### src/design/bbce_pkg.sv
// Package: register map, field layouts, cost table and types of the bit-branch execution unit
package bbce_pkg;

    // Register byte offsets
    localparam logic [7:0]  BBCE_OFF_INSN   = 8'h00;
    localparam logic [7:0]  BBCE_OFF_PC     = 8'h04;
    localparam logic [7:0]  BBCE_OFF_DATA   = 8'h08;
    localparam logic [7:0]  BBCE_OFF_CLKSEL = 8'h0C;
    localparam logic [7:0]  BBCE_OFF_CMD    = 8'h10;
    localparam logic [7:0]  BBCE_OFF_STATUS = 8'h14;

    // Writable bits of the instruction register, then reset values; masked bits read as zero
    localparam logic [23:0] BBCE_INSN_MASK  = 24'hFF0FF7;
    localparam logic [2:0]  BBCE_CLKSEL_RST = 3'h0;
    localparam logic [15:0] BBCE_PC_RST     = 16'h0000;
    localparam logic [7:0]  BBCE_BYTE_RST   = 8'h00;

    // Command bits and status layout
    localparam int          BBCE_CMD_START  = 0;
    localparam int          BBCE_CMD_WAKE   = 1;
    localparam int          BBCE_ST_LEN_LSB = 8;
    localparam int          BBCE_ST_CYC_LSB = 16;

    // Extra fetch cycles when code does not come from the internal program ROM
    localparam logic [4:0]  BBCE_FETCH_WAIT = 5'h02;

    localparam logic [1:0]  BBCE_RESP_OKAY   = 2'h0;
    localparam logic [1:0]  BBCE_RESP_SLVERR = 2'h2;

    typedef enum logic [2:0] {
        OP_BIT_SET   = 3'h0,    // branch_if_bit_set
        OP_BIT_CLEAR = 3'h1,    // branch_if_bit_clear
        OP_BIT_TCLR  = 3'h2,    // branch_and_clear_if_set
        OP_DEC_BNZ   = 3'h3,    // decrement_branch_nonzero
        OP_UNMASK    = 3'h4,    // unmask_interrupts_op
        OP_MASK      = 3'h5,    // mask_all_interrupts_op
        OP_HALT      = 3'h6,
        OP_STOP      = 3'h7
    } bbce_op_t;

    typedef enum logic [2:0] {
        MD_SADDR = 3'h0,
        MD_SFR   = 3'h1,
        MD_ACC   = 3'h2,
        MD_PSW   = 3'h3,
        MD_HL    = 3'h4,
        MD_REG_B = 3'h5,
        MD_REG_C = 3'h6
    } bbce_mode_t;

    typedef struct packed {
        logic [7:0] disp;       // relative_offset_byte
        logic [3:0] rsvd_hi;
        logic       ext_fetch;
        logic       ext_area;
        logic [2:0] bitn;
        bbce_mode_t mode;
        logic       rsvd_lo;
        bbce_op_t   op;
    } bbce_insn_t;

    // Length and the two cycle counts; a zero count means that column does not exist
    typedef struct packed {
        logic [2:0] len;
        logic [4:0] c1;
        logic [4:0] c2;
    } bbce_row_t;

    typedef struct packed {
        logic       legal;
        logic [2:0] len;
        logic [4:0] cyc;
    } bbce_cost_t;

    localparam bbce_row_t ROW_SET_SADDR = '{len: 3'h3, c1: 5'h08, c2: 5'h09};
    localparam bbce_row_t ROW_SFR_TEST  = '{len: 3'h4, c1: 5'h00, c2: 5'h0B};
    localparam bbce_row_t ROW_ACC       = '{len: 3'h3, c1: 5'h08, c2: 5'h00};
    localparam bbce_row_t ROW_SET_PSW   = '{len: 3'h3, c1: 5'h00, c2: 5'h09};
    localparam bbce_row_t ROW_HL_TEST   = '{len: 3'h3, c1: 5'h0A, c2: 5'h0B};
    localparam bbce_row_t ROW_CLR_SADDR = '{len: 3'h4, c1: 5'h0A, c2: 5'h0B};
    localparam bbce_row_t ROW_CLR_PSW   = '{len: 3'h4, c1: 5'h00, c2: 5'h0B};
    localparam bbce_row_t ROW_TC_SADDR  = '{len: 3'h4, c1: 5'h0A, c2: 5'h0C};
    localparam bbce_row_t ROW_TC_SFR    = '{len: 3'h4, c1: 5'h00, c2: 5'h0C};
    localparam bbce_row_t ROW_TC_HL     = '{len: 3'h3, c1: 5'h0A, c2: 5'h0C};
    localparam bbce_row_t ROW_DECREMENT_BRANCH_NONZERO_REG  = '{len: 3'h2, c1: 5'h06, c2: 5'h00};
    localparam bbce_row_t ROW_DECREMENT_BRANCH_NONZERO_SAD  = '{len: 3'h3, c1: 5'h08, c2: 5'h0A};
    localparam bbce_row_t ROW_IRQ_CTL   = '{len: 3'h2, c1: 5'h00, c2: 5'h06};
    localparam bbce_row_t ROW_STANDBY   = '{len: 3'h2, c1: 5'h06, c2: 5'h00};

    typedef enum logic [1:0] {
        ST_IDLE = 2'b00,
        ST_RUN  = 2'b01
    } bbce_fsm_t;

    typedef struct packed {
        logic [6:0] cnt;
    } bbce_div_t;

    typedef struct packed {
        logic        aw_got;
        logic        w_got;
        logic [7:0]  awaddr;
        logic [31:0] wdata;
        logic [3:0]  wstrb;
        logic        bvalid;
        logic [1:0]  bresp;
        logic        rvalid;
        logic [31:0] rdata;
        logic [1:0]  rresp;
        logic [23:0] insn;
        logic [15:0] pc;
        logic [7:0]  opnd;
        logic [7:0]  program_status_word;       // program_status_word
        logic [2:0]  clksel;    // processor_clock_select_reg
        bbce_fsm_t   st;
        logic [4:0]  cnt;
        logic        ie;        // global_irq_allow
        logic        halt;
        logic        stop;
        logic        done;
        logic        taken;
        logic        err;
        logic [4:0]  chk_ticks;
    } bbce_state_t;

endpackage

### src/design/bbce_fdiv.sv
// Core clock enable divider: one tick per selected core clock period
`timescale 1ns/100ps
`default_nettype none
module bbce_fdiv
    import bbce_pkg::*;
(
    input  wire logic       core_clk,
    input  wire logic       rst,
    input  wire logic [2:0] sel,
    input  wire logic       clr,
    input  wire logic       run,
    output logic            tick
);
    bbce_div_t  q;
    bbce_div_t  d;
    logic [6:0] mask;

    // Period is 2^sel core clocks
    assign mask = 7'(((8'h01 << sel) - 8'h01));
    // Compare with >= so a shorter period chosen mid-count still ticks at once
    assign tick = run && !clr && (q.cnt >= mask);

    always_comb begin
        d = q;
        if (clr) begin
            d.cnt = 7'h00;
        end else if (run) begin
            d.cnt = tick ? 7'h00 : 7'(q.cnt + 7'h01);
        end
    end

    always_ff @(posedge core_clk) begin
        if (rst) begin
            q <= '0;
        end else begin
            q <= d;
        end
    end
endmodule
`default_nettype wire

### src/design/bbce_cost.sv
// Instruction length and cycle cost lookup
`timescale 1ns/100ps
`default_nettype none
module bbce_cost
    import bbce_pkg::*;
(
    input  wire bbce_op_t   op,
    input  wire bbce_mode_t mode,
    input  wire logic       ext_area,
    input  wire logic       ext_fetch,
    output bbce_cost_t      cost
);
    bbce_row_t row;
    logic      ok;
    logic [4:0] base;

    always_comb begin
        row = ROW_ACC;
        ok  = 1'b1;
        case (op)
            OP_BIT_SET: begin
                case (mode)
                    MD_SADDR: row = ROW_SET_SADDR;
                    MD_SFR:   row = ROW_SFR_TEST;
                    MD_ACC:   row = ROW_ACC;
                    MD_PSW:   row = ROW_SET_PSW;
                    MD_HL:    row = ROW_HL_TEST;
                    default:  ok  = 1'b0;
                endcase
            end
            OP_BIT_CLEAR: begin
                case (mode)
                    MD_SADDR: row = ROW_CLR_SADDR;
                    MD_SFR:   row = ROW_SFR_TEST;
                    MD_ACC:   row = ROW_ACC;
                    MD_PSW:   row = ROW_CLR_PSW;
                    MD_HL:    row = ROW_HL_TEST;
                    default:  ok  = 1'b0;
                endcase
            end
            OP_BIT_TCLR: begin
                case (mode)
                    MD_SADDR: row = ROW_TC_SADDR;
                    MD_SFR:   row = ROW_TC_SFR;
                    MD_ACC:   row = ROW_ACC;
                    MD_PSW:   row = ROW_TC_SFR;
                    MD_HL:    row = ROW_TC_HL;
                    default:  ok  = 1'b0;
                endcase
            end
            OP_DEC_BNZ: begin
                case (mode)
                    MD_REG_B, MD_REG_C: row = ROW_DECREMENT_BRANCH_NONZERO_REG;
                    MD_SADDR: row = ROW_DECREMENT_BRANCH_NONZERO_SAD;
                    default:  ok  = 1'b0;
                endcase
            end
            OP_UNMASK, OP_MASK: row = ROW_IRQ_CTL;
            default: row = ROW_STANDBY;
        endcase
        // Fall back to the only column an addressing form has
        if (row.c1 == 5'h00 || (ext_area && row.c2 != 5'h00)) begin
            base = row.c2;
        end else begin
            base = row.c1;
        end
        cost.legal = ok;
        cost.len   = row.len;
        cost.cyc   = ext_fetch ? 5'(base + BBCE_FETCH_WAIT) : base;
    end
endmodule
`default_nettype wire

### src/design/bbce_exec_top.sv
// Bit-test branch, decrement loop and CPU control execution unit with AXI4-Lite registers
//
// The AXI4-Lite interface to the registers and the register offsets were decided locally.
`timescale 1ns/100ps
`default_nettype none
module bbce_exec_top
    import bbce_pkg::*;
(
    input  wire logic        core_clk,
    input  wire logic        rst,
    input  wire logic [7:0]  s_axi_awaddr,
    input  wire logic        s_axi_awvalid,
    output logic             s_axi_awready,
    input  wire logic [31:0] s_axi_wdata,
    input  wire logic [3:0]  s_axi_wstrb,
    input  wire logic        s_axi_wvalid,
    output logic             s_axi_wready,
    output logic [1:0]       s_axi_bresp,
    output logic             s_axi_bvalid,
    input  wire logic        s_axi_bready,
    input  wire logic [7:0]  s_axi_araddr,
    input  wire logic        s_axi_arvalid,
    output logic             s_axi_arready,
    output logic [31:0]      s_axi_rdata,
    output logic [1:0]       s_axi_rresp,
    output logic             s_axi_rvalid,
    input  wire logic        s_axi_rready,
    output logic             cpu_tick,
    output logic             irq_accept_ok,
    output logic             core_halted,
    output logic             osc_stopped
);
    bbce_state_t q;
    bbce_state_t s;
    bbce_insn_t  ins;
    bbce_cost_t  cost;
    logic        tick;
    logic        start;
    logic        commit;
    logic        do_wr;
    logic [7:0]  src;
    logic        bit_val;
    logic        taken;
    logic [7:0]  new_opnd;
    logic [7:0]  new_psw;
    logic [7:0]  dec_val;
    logic [15:0] chk_seq;
    logic [15:0] chk_off;
    logic [15:0] target;
    logic [31:0] status;

    function automatic logic [31:0] bbce_merge(input logic [31:0] old_v,
                                               input logic [31:0] new_v,
                                               input logic [3:0]  strb);
        logic [31:0] res;
        res = old_v;
        for (int i = 0; i < 4; i++) begin
            if (strb[i]) begin
                res[8*i +: 8] = new_v[8*i +: 8];
            end
        end
        return res;
    endfunction

    assign ins = bbce_insn_t'(q.insn);

    bbce_cost i_bbce_cost (
        .op        (ins.op),
        .mode      (ins.mode),
        .ext_area  (ins.ext_area),
        .ext_fetch (ins.ext_fetch),
        .cost      (cost)
    );

    // Core clock stands while halted or stopped; the bus side keeps running
    bbce_fdiv i_bbce_fdiv (
        .core_clk (core_clk),
        .rst      (rst),
        .sel      (q.clksel),
        .clr      (start),
        .run      (!q.halt && !q.stop),
        .tick     (tick)
    );

    assign s_axi_awready = !q.aw_got && !q.bvalid;
    assign s_axi_wready  = !q.w_got && !q.bvalid;
    assign s_axi_arready = !q.rvalid;
    assign s_axi_bvalid  = q.bvalid;
    assign s_axi_bresp   = q.bresp;
    assign s_axi_rvalid  = q.rvalid;
    assign s_axi_rdata   = q.rdata;
    assign s_axi_rresp   = q.rresp;
    assign cpu_tick      = tick;
    assign core_halted   = q.halt;
    assign osc_stopped   = q.stop;
    // No interrupt may slip in while a test-and-clear is in flight
    assign irq_accept_ok = q.ie && !(q.st == ST_RUN && ins.op == OP_BIT_TCLR);

    assign do_wr  = q.aw_got && q.w_got && !q.bvalid;
    assign start  = do_wr && q.awaddr == BBCE_OFF_CMD && q.wstrb[0]
                    && q.wdata[BBCE_CMD_START] && q.st == ST_IDLE
                    && !q.halt && !q.stop && cost.legal;
    assign commit = q.st == ST_RUN && tick && q.cnt == 5'h01;

    assign status = {11'h000, cost.cyc, 5'h00, cost.len, irq_accept_ok, q.err,
                     q.stop, q.halt, q.ie, q.taken, q.done, q.st == ST_RUN};

    // Operation results, computed from the frozen operands
    always_comb begin
        src      = (ins.mode == MD_PSW) ? q.program_status_word : q.opnd;
        bit_val  = src[ins.bitn];
        dec_val  = 8'(q.opnd - 8'h01);
        new_opnd = q.opnd;
        new_psw  = q.program_status_word;
        taken    = 1'b0;
        case (ins.op)
            OP_BIT_SET:   taken = bit_val;
            OP_BIT_CLEAR: taken = !bit_val;
            OP_BIT_TCLR: begin
                taken = bit_val;
                if (bit_val && ins.mode == MD_PSW) begin
                    new_psw[ins.bitn] = 1'b0;
                end else if (bit_val) begin
                    new_opnd[ins.bitn] = 1'b0;
                end
            end
            OP_DEC_BNZ: begin
                new_opnd = dec_val;
                taken    = dec_val != 8'h00;
            end
            default: taken = 1'b0;
        endcase
    end

    assign chk_seq = 16'(q.pc + 16'(cost.len));
    assign chk_off = {{8{ins.disp[7]}}, ins.disp};
    assign target  = taken ? 16'(chk_seq + chk_off) : chk_seq;

    always_comb begin
        s = q;
        if (s_axi_awvalid && s_axi_awready) begin
            s.aw_got = 1'b1;
            s.awaddr = s_axi_awaddr;
        end
        if (s_axi_wvalid && s_axi_wready) begin
            s.w_got = 1'b1;
            s.wdata = s_axi_wdata;
            s.wstrb = s_axi_wstrb;
        end
        if (q.bvalid && s_axi_bready) begin
            s.bvalid = 1'b0;
        end
        if (q.rvalid && s_axi_rready) begin
            s.rvalid = 1'b0;
        end

        // Write decode; operand registers are frozen while an instruction runs
        if (do_wr) begin
            s.aw_got = 1'b0;
            s.w_got  = 1'b0;
            s.bvalid = 1'b1;
            s.bresp  = BBCE_RESP_OKAY;
            if (q.awaddr == BBCE_OFF_INSN) begin
                if (q.st == ST_IDLE) begin
                    s.insn = 24'(bbce_merge({8'h00, q.insn}, q.wdata, q.wstrb))
                             & BBCE_INSN_MASK;
                end
            end else if (q.awaddr == BBCE_OFF_PC) begin
                if (q.st == ST_IDLE) begin
                    s.pc = 16'(bbce_merge({16'h0000, q.pc}, q.wdata, q.wstrb));
                end
            end else if (q.awaddr == BBCE_OFF_DATA) begin
                if (q.st == ST_IDLE) begin
                    s.opnd = 8'(bbce_merge({24'h000000, q.opnd}, q.wdata, q.wstrb));
                    s.program_status_word  = 8'(bbce_merge({16'h0000, q.program_status_word, 8'h00}, q.wdata, q.wstrb) >> 8);
                end
            end else if (q.awaddr == BBCE_OFF_CLKSEL) begin
                if (q.wstrb[0]) begin
                    s.clksel = q.wdata[2:0];
                end
            end else if (q.awaddr == BBCE_OFF_CMD) begin
                if (q.wstrb[0] && q.wdata[BBCE_CMD_WAKE]) begin
                    s.halt = 1'b0;
                    s.stop = 1'b0;
                end
                if (q.wstrb[0] && q.wdata[BBCE_CMD_START]) begin
                    s.err  = !start;
                    s.done = 1'b0;
                end
            end else if (q.awaddr != BBCE_OFF_STATUS) begin
                s.bresp = BBCE_RESP_SLVERR;
            end
        end

        if (start) begin
            s.st        = ST_RUN;
            s.cnt       = cost.cyc;
            s.chk_ticks = 5'h00;
        end else if (q.st == ST_RUN && tick) begin
            s.cnt       = 5'(q.cnt - 5'h01);
            s.chk_ticks = 5'(q.chk_ticks + 5'h01);
        end

        // All effects land together in the last cycle, so nothing sees a half update
        if (commit) begin
            s.st    = ST_IDLE;
            s.done  = 1'b1;
            s.taken = taken;
            s.pc    = target;
            s.opnd  = new_opnd;
            s.program_status_word   = new_psw;
            if (ins.op == OP_UNMASK) begin
                s.ie = 1'b1;
            end else if (ins.op == OP_MASK) begin
                s.ie = 1'b0;
            end else if (ins.op == OP_HALT) begin
                s.halt = 1'b1;
            end else if (ins.op == OP_STOP) begin
                s.stop = 1'b1;
            end
        end

        if (s_axi_arvalid && s_axi_arready) begin
            s.rvalid = 1'b1;
            s.rresp  = BBCE_RESP_OKAY;
            if (s_axi_araddr == BBCE_OFF_INSN) begin
                s.rdata = {8'h00, q.insn};
            end else if (s_axi_araddr == BBCE_OFF_PC) begin
                s.rdata = {16'h0000, q.pc};
            end else if (s_axi_araddr == BBCE_OFF_DATA) begin
                s.rdata = {16'h0000, q.program_status_word, q.opnd};
            end else if (s_axi_araddr == BBCE_OFF_CLKSEL) begin
                s.rdata = {29'h00000000, q.clksel};
            end else if (s_axi_araddr == BBCE_OFF_CMD) begin
                s.rdata = 32'h00000000;
            end else if (s_axi_araddr == BBCE_OFF_STATUS) begin
                s.rdata = status;
            end else begin
                s.rdata = 32'h00000000;
                s.rresp = BBCE_RESP_SLVERR;
            end
        end
    end

    always_ff @(posedge core_clk) begin
        if (rst) begin
            q        <= '0;
            q.pc     <= BBCE_PC_RST;
            q.opnd   <= BBCE_BYTE_RST;
            q.program_status_word    <= BBCE_BYTE_RST;
            q.clksel <= BBCE_CLKSEL_RST;
            q.st     <= ST_IDLE;
        end else begin
            q <= s;
        end
    end
endmodule
`default_nettype wire

### config.mk
export PLATFORM = sky130hd
export DESIGN_NAME = bbce_exec_top
export DESIGN_NICKNAME = d
export VERILOG_FILES = /design/src/design/bbce_pkg.sv /design/src/design/bbce_fdiv.sv /design/src/design/bbce_cost.sv /design/src/design/bbce_exec_top.sv
export SDC_FILE = /design/constraint.sdc
export NUM_CORES = 1
export LEC_CHECK = 0
export ABC_AREA = 1
export BUFFER_PORTS_ARGS = -buffer_cell sky130_fd_sc_hd__buf_4
export CAP_MARGIN = 20
export CORE_UTILIZATION = 34
export DETAILED_ROUTE_END_ITERATION = 6
export PLACE_DENSITY = 0.56
export SLEW_MARGIN = 15
export SYNTH_ARGS = -nofsm -noshare
export SYNTH_HDL_FRONTEND = slang
export SYNTH_SLANG_ARGS = --single-unit
### constraint.sdc
create_clock -name core_clk -period 10.85 [get_ports core_clk]
set_clock_uncertainty 0.15 [all_clocks]
set_input_delay 1.085 -clock core_clk [delete_from_list [all_inputs] [get_ports core_clk]]
set_output_delay 1.085 -clock core_clk [all_outputs]
set_load 0.05 [all_outputs]
Word-level counts from Yosys, hierarchy flattened:

Cells that the tools add are included.
W data, S select, Z words.

* output and inout bits: 45
* flip-flop bits (word level): 148
* input port bits: 59

* add/sub/neg operators: 7
* shift operators: 1
* magnitude comparators: 3
* bitwise gates (word level): 7
* equality and inequality tests: 33
* mux-type cells: 76
* reduce and logical (&&, ||, !) cells: 79

Operators with widths (number)
* $mux W21: 5
* $mux W35: 3
* $mux W16: 5
* $pmux W13 S3: 2
* $pmux W13 S5: 1
* $mux W8: 7
* $pmux W13 S4: 1
* $eq A8 B4 Y1 const B: 4
* $mux W32: 1
* $mux W2: 15
* $mux W3: 10
* $logic_and A1 B1 Y1: 28
* $eq A8 B5 Y1 const B: 3
* $mux W24: 1
* $reduce_bool A2 Y1: 12
* $pmux W11 S2: 1
* $eq A3 B3 Y1 const B: 7
* $mux W5: 4
* $mux W19: 1
* $add A16 B16 Y16: 1
* $add A16 B3 Y16: 1
* $and A8 B8 Y8: 2
* $eq A8 B3 Y1 const B: 2
* $logic_not A8 Y1: 2
* 44 further kinds: 87

Depth between registers and ports, before layout:

Gate-level depths: netlist of the first run.

* word-level depth: 17
* gate-level depth with buffers: 31
* depth with buffers taken out: 30

Hierarchy:

Synthesis of the first run repeated with hierarchy kept, for this count alone.

* cells, all modules: 1380
* area total of the unflattened synthesis: 9155.0 um^2

By module, submodules not included
* bbce_exec_top: instances 1, area each 8097.8 um^2, cells each 1205, sequential area each 2622.5 um^2
* bbce_fdiv: instances 1, area each 580.6 um^2, cells each 80, sequential area each 140.1 um^2
* bbce_cost: instances 1, area each 476.7 um^2, cells each 95, sequential area each 0.0 um^2

Least setup slack after synthesis of the first run:

Ideal clock, no wire load.

* path type: register to register
* start point: register q (netlist bit ins[2])
* end point: register q[52] in the netlist's numbering
* arrival time: 3.677 ns
* cell stages (with the launch flop): 26
* setup slack: 6.954 ns
* data required time: 10.630 ns
* path through: dfxtp_1 > inv_2 > nand3_1 > a21oi_1 > nor3_1 > inv_1 > ha_1 > inv_1 > fa_1 > o21ai_1 > nand2_1 > nor2_1 > xor2_1 > inv_1 > ha_1 > a21oi_1 > o21ai_0 > nand2_1 > nand2_1 > a21oi_1 > nand3_1 > nand2_1 > nand2_1 > o21ai_1 > nand2_1 > a21oi_1

* cells in the longest elaborated chain, start to end: 11
* elaborated cells on any way between the ends: 28
* those cells by class: add/sub (2); eq/ne (6); mux (5); reduce/logical (15)

RTL lines
* start, declared: RTL line bbce_exec_top.sv:33 `bbce_state_t q;`
* start signal, assigned: RTL line bbce_exec_top.sv:254 `q <= s;`
* branches (longest 11 deep; another with $add A16 B3 Y16)

Parallel ways; which one is timed is not known.
A chain may end at the register's enable or synchronous reset.

Worst setup path in the final report of the first run:

* start point: register q (netlist bit ins[0])
* end point: register q[52] in the netlist's numbering

Same word-level chain as after synthesis.

==> results of run 1 <==
Yosys cell counts (4+ instances only):
cell type,count
nor2_1,195
nand4_1,34
dfxtp_1,138
o22ai_1,5
clkbuf_1,30
ha_1,31
nand2_1,252
a21oi_1,115
inv_1,158
xor2_1,23
o211ai_1,7
o21ai_1,10
o21ai_0,108
a211oi_1,11
buf_2,11
nor2_2,6
a21o_1,5
inv_2,7
xnor2_1,6
nand3_2,4
o221ai_1,7
buf_4,43
nor3_1,21
nand3_1,109
o31ai_1,5
worst register-to-register path, delay by kind of cell (launching register included):
family	cells	cell delay, ns
adder cells (fa/ha/maj)	3	0.89
flip-flops	1	0.50
XOR/XNOR	1	0.22
AND/OR/NAND/NOR	12	1.73
AO/OA/AOI/OAI	6	1.25
buffers and inverters	4	0.30
kinds of logic (layout without fill, tap and decap cells):
kind of cell | after synthesis | in the layout | share of synthesized area
buf+inv | 253 | 289 | 0.1259
xor+xnor | 29 | 29 | 0.02825
simple gates | 638 | 638 | 0.3097
fa+ha+maj | 33 | 33 | 0.04759
other cells | 1 | 10 | 0.0004170
flops | 138 | 138 | 0.3072
compound gates | 290 | 290 | 0.1809
through the flow:
stage / setup slack [ns] / utilization / hold slack (ns) / instances / area [µm²]
final: 5.759 / 0.3933 / 0.3157 / 1762 / 10220
after global routing: 5.297 / 0.3933 / 0.3328 / 1762 / 10220
after CTS: 5.778 / 0.3929 / 0.3195 / 1761 / 10210
after detailed placement: 5.813 / 0.3698 / 0.3097 / 1729 / 9610
after global placement: 5.816 / 0.3698 / 0.2955 / 1729 / 9610
after floorplan: 6.954 / - / 0.2801 / 1391 / 9026
state kept, by name, summed over array words and instances, names as in the netlist:
name / count
core_halted: 1
i_bbce_fdiv.q: 7
ins: 19
osc_stopped: 1
q: 82
s_axi_bresp: 1
s_axi_bvalid: 1
s_axi_rdata: 24
s_axi_rresp: 1
s_axi_rvalid: 1
routing by layer:
layer,routed length (µm),up-vias
li1,-,4586
met1,14760,4163
met2,12270,339
met3,2055,36
met4,488,0
met5,0,-
power breakdown:
part           internal, mW  switching [mW]
Sequential            0.525          0.0138
Combinational        0.0402          0.0925
Clock                 0.350           0.259
worst max-delay path by stage:
stage                         endpoint  slack [ns]  depth (start not counted)
floorplan           q[52]$_SDFFE_PP0P_        6.95                         25
global placement    q[52]$_SDFFE_PP0P_        5.82                         26
detailed placement  q[52]$_SDFFE_PP0P_        5.81                         26
CTS                 q[52]$_SDFFE_PP0P_        5.78                         26
global route        q[52]$_SDFFE_PP0P_        5.30                         26
finish              q[52]$_SDFFE_PP0P_        5.76                         26
cell type report:
type	instances	area share
flip-flops and latches	138	0.2703
well taps	335	0.04101
repair buffers	90	0.06648
clock buffers	18	0.04297
multi-input cells	1000	0.5023
inverters	167	0.06134
clock inverters	14	0.01555
==> results.ini, run 1 <==
[flow_run]
cap_violations = 0

[yosys]
syn_area_um2 = 8992
synth_top_area_frac = 0.3072
ys_warn_count = 0
synth_cell_type_count = 52
synthFlopType = dfxtp_1
ys_async_sr_fraction = 0
synth_top_area_cell = dfxtp_1
synth_cells = 1382
ys_ff_latch = 138
ys_top_cells_by_area = dfxtp_1, nand2_1, nor2_1
avgSynthCellArea_um2 = 6.507
synth-seq-area-share = 0.3072
synth_edf_count = 0

[final_layout]
final_cell_mix = nand2_1, nor2_1, inv_1
multi_input_area_um2 = 5134
n_fill_cell = 2850
num_antenna_cells = 0
register_area_um2 = 2763
finalNetCount = 1506
area_growth_pct = 13.65
drive_above_1_share = 0.1093
layout_commonest_cell = nand2_1

[clocking]
ctsHoldBuffers = 0
cts_tree = built
cts.sinks = 138
clk_latency_ns = 0.44
htreeDepth = 4
post_cts_buffers = 0
postCtsResizedCells = 0
cts_root_buf = clkbuf_16
clock_path_buffers = 2
numCtsBuffers = 17
clkSlewWorstSetupHoldPaths_ns = 0.06

[sta]
finalCritPeriodShare = 0.4692
finalCriticalPeriod_ns = 5.091
timing.final.max_slew_violations = 0
tightest_slew_ns = 0.8750
clock.fmax_mhz = 196.4
finalSetupViolCount = 0
rsz0062_at_grt = no
finalSetupTns_ns = 0
slew_headroom = 0.4160
hold_viol = 0

[placement]
place_hpwl_um = 22470
io_buffers = 84
gp_congestion = 0.9403

[die]
die-area_um2 = 27100
io_pins = 104
die_h_um = 164.6
rows = 59
core_area_um2 = 25980
die_x_um = 164.6
initial_utilization = 0.3461

[worst_setup_path]
ff2ff_path_depth = 26
cp_slowest_stage_delay_ns = 0.54
path_buf_inv = 4
crit_start = ins[0]$_SDFFE_PP0P_
slowest_stage = nor2_2
crit_required_ns = 11.06
crit_top_cell = nand2_1
r2r_setup_slack_ns = 5.76
end_kind = flop
r2r_start = ins[0]$_SDFFE_PP0P_
timing.rr.end = q[52]$_SDFFE_PP0P_
critical-path-top-delay-family = simple AND/OR/NAND/NOR gates
start_kind = flop
critical_path_class = reg -> reg
crit_arrival_ns = 5.30
crit_fanout = 15

[global_routing]
grtUsageMet2 = 0.3306
grt_use_met1 = 0.3280
grt_max_degree = 47
grt_pass1_wl_um = 46260
track_usage = 0.2232
grt_pass1_vias = 8297
use_met3 = 0.03566
antenna_found_initial = 1
grt_overflow = 0
grt-busiest-layer = met2

[hold_path]
holdPathStages = 2
hold_class = reg -> reg
min_from = s_axi_rdata[12]$_SDFFE_PP0P_
hold-path-endpoint = s_axi_rdata[12]$_SDFFE_PP0P_

[power_and_ir_drop]
p_leak_nw = 4.571
power_mw = 1.280
p_per_area_nw_per_um2 = 125.3
ir_worst_vdd_mv = 0.07351

[drt]
post_drt_wl_per_cell_um = 16.78
drc = 0
routed_wl_um = 29570
drt_iter0_markers = 805
via_count = 9124
drtPass1Iterations = 5
viasPerCell = 5.178
ant_nets = 0

[status]
status = finished, final reports clean

No activity file was read; power rests on OpenSTA's default activity.
==> run 2, diff against run 1 <==
- clock period: 10.85 -> 4.8 ns (I/O delays scaled with it)
==> results.ini, run 2 (synthesis results as in run 1) <==
[final_layout]
area_growth_pct = 14.29
final_cells = 1771
finalNetCount = 1515
drive_above_1_share = 0.1149
largest_reg_flops = 82
final_cell_mix = nand2_1, nor2_1, inv_1
post-route-util = 0.3955
design_area_um2 = 10280
regMostFlops = q
num_antenna_cells = 0
layout_commonest_cell = nand2_1

[drt]
post_drt_wl_per_cell_um = 16.71
routed_wl_um = 29590
viasPerCell = 5.185
drt_iter0_markers = 772
via_count = 9183
ant_nets = 0
drtPass1Iterations = 5
drc = 0

[power_and_ir_drop]
ir_worst_vdd_mv = 0.1970
power_mw = 2.868
p_per_area_nw_per_um2 = 279.1
p_leak_nw = 4.618

[sta]
hold_viol = 0
clock.fmax_mhz = 227.7
finalSetupViolCount = 0
whs_ns = 0.1379
finalSetupTns_ns = 0
timing.final.max_slew_violations = 0
rsz0062_at_grt = no
layout_setup_ws_ns = 0.4075
finalCritPeriodShare = 0.9151
slew_headroom = 0.3393
tightest_slew_ns = 0.9910
finalCriticalPeriod_ns = 4.393

[die]
initial_utilization = 0.3461
die-area_um2 = 27100
io_pins = 104
die_h_um = 164.6
core_area_um2 = 25980
rows = 59
die_x_um = 164.6

[placement]
io_buffers = 84
dp_worst_setup_slack_ns = 0.4674
gp_congestion = 0.9378
place_hpwl_um = 22670
dp.cells = 1739
placed_cell_area_um2 = 9686

[worst_setup_path]
crit_arrival_ns = 4.62
r2r_start = ins[6]$_SDFFE_PP0P_
start_kind = flop
ff2ff_path_depth = 26
timing.rr.end = q[47]$_SDFFE_PP0P_
critical_path_class = reg -> reg
crit_fanout = 7
r2r_setup_slack_ns = 0.41
crit_required_ns = 5.03
end_kind = flop
crit_start = ins[6]$_SDFFE_PP0P_

[clocking]
postCtsResizedCells = 0
clkSlewWorstSetupHoldPaths_ns = 0.07
cts_root_buf = clkbuf_16
clock_path_buffers = 2
post_cts_buffers = 0
cts_tree = built
clk_latency_ns = 0.44
numCtsBuffers = 17
ctsHoldBuffers = 0
htreeDepth = 4
cts.sinks = 138

[flow_run]
cap_violations = 0

[hold_path]
hold_class = in -> reg
holdPathStages = 3
hold-path-endpoint = q[122]$_SDFFE_PP0P_
min_from = s_axi_wdata[3]

[global_routing]
grt_max_degree = 81
antenna_found_initial = 0
grt_pass1_vias = 8321
grt_pass1_wl_um = 46150
track_usage = 0.2222
grt_overflow = 0

[status]
status = finished, final reports clean

[run 2: worst max-delay path: stages (launching register included)]
cell	delay [ns]
dfxtp_1	0.57
inv_2	0.17
nor2_1	0.19
nand2_1	0.09
nand2_1	0.10
inv_1	0.05
nor3_1	0.28
inv_1	0.08
ha_1	0.18
inv_1	0.08
nor2_1	0.05
nor2_1	0.22
nor2_1	0.07
buf_4	0.16
nand2_1	0.07
xor2_1	0.22
inv_1	0.08
ha_1	0.35
a21o_1	0.22
o21bai_1	0.17
a21oi_1	0.12
nand2_1	0.09
xor2_1	0.15
nand2_1	0.07
o21ai_1	0.13
nand2_1	0.08
a21oi_1	0.12
[run 2: layout make-up]
| class | count | area, µm² |
|---|---|---|
| clock buffers | 18 | 439.2 |
| clock inverters | 14 | 151.4 |
| fillers | 2855 | 15710 |
| inverters | 167 | 628.1 |
| multi-input cells | 1000 | 5134 |
| flip-flops and latches | 138 | 2763 |
| well taps | 335 | 419.2 |
| repair buffers | 99 | 743.2 |
[run 2: routing by layer]
metal | vias to the layer above | global-route usage | wire, µm
met5 | - | 0 | 0
met4 | 0 | 0.04671 | 307
met3 | 29 | 0.02813 | 1898
met2 | 304 | 0.3421 | 12700
met1 | 4234 | 0.3275 | 14680
li1 | 4616 | - | -
[run 2: worst max-delay path by stage]
| stage | end | slack [ns] | depth (start not counted) |
|---|---|---|---|
| 4_1_cts | q[47]$_SDFFE_PP0P_ | 0.44 | 26 |
| 3_3_place_gp | q[52]$_SDFFE_PP0P_ | 0.50 | 25 |
| 6_report | q[47]$_SDFFE_PP0P_ | 0.41 | 26 |
| 5_1_grt | q[52]$_SDFFE_PP0P_ | 0.01 | 28 |
| 2_1_floorplan | q[52]$_SDFFE_PP0P_ | 0.90 | 25 |
| 3_5_place_dp | q[46]$_SDFFE_PP0P_ | 0.47 | 31 |
[run 2: report_power, final]
part,total (mW),internal [mW],switching [mW],leakage [nW]
sequential,1.22,1.19,0.0305,1.12
clock,1.35,0.751,0.597,0.291
combinational,0.303,0.0919,0.211,3.20
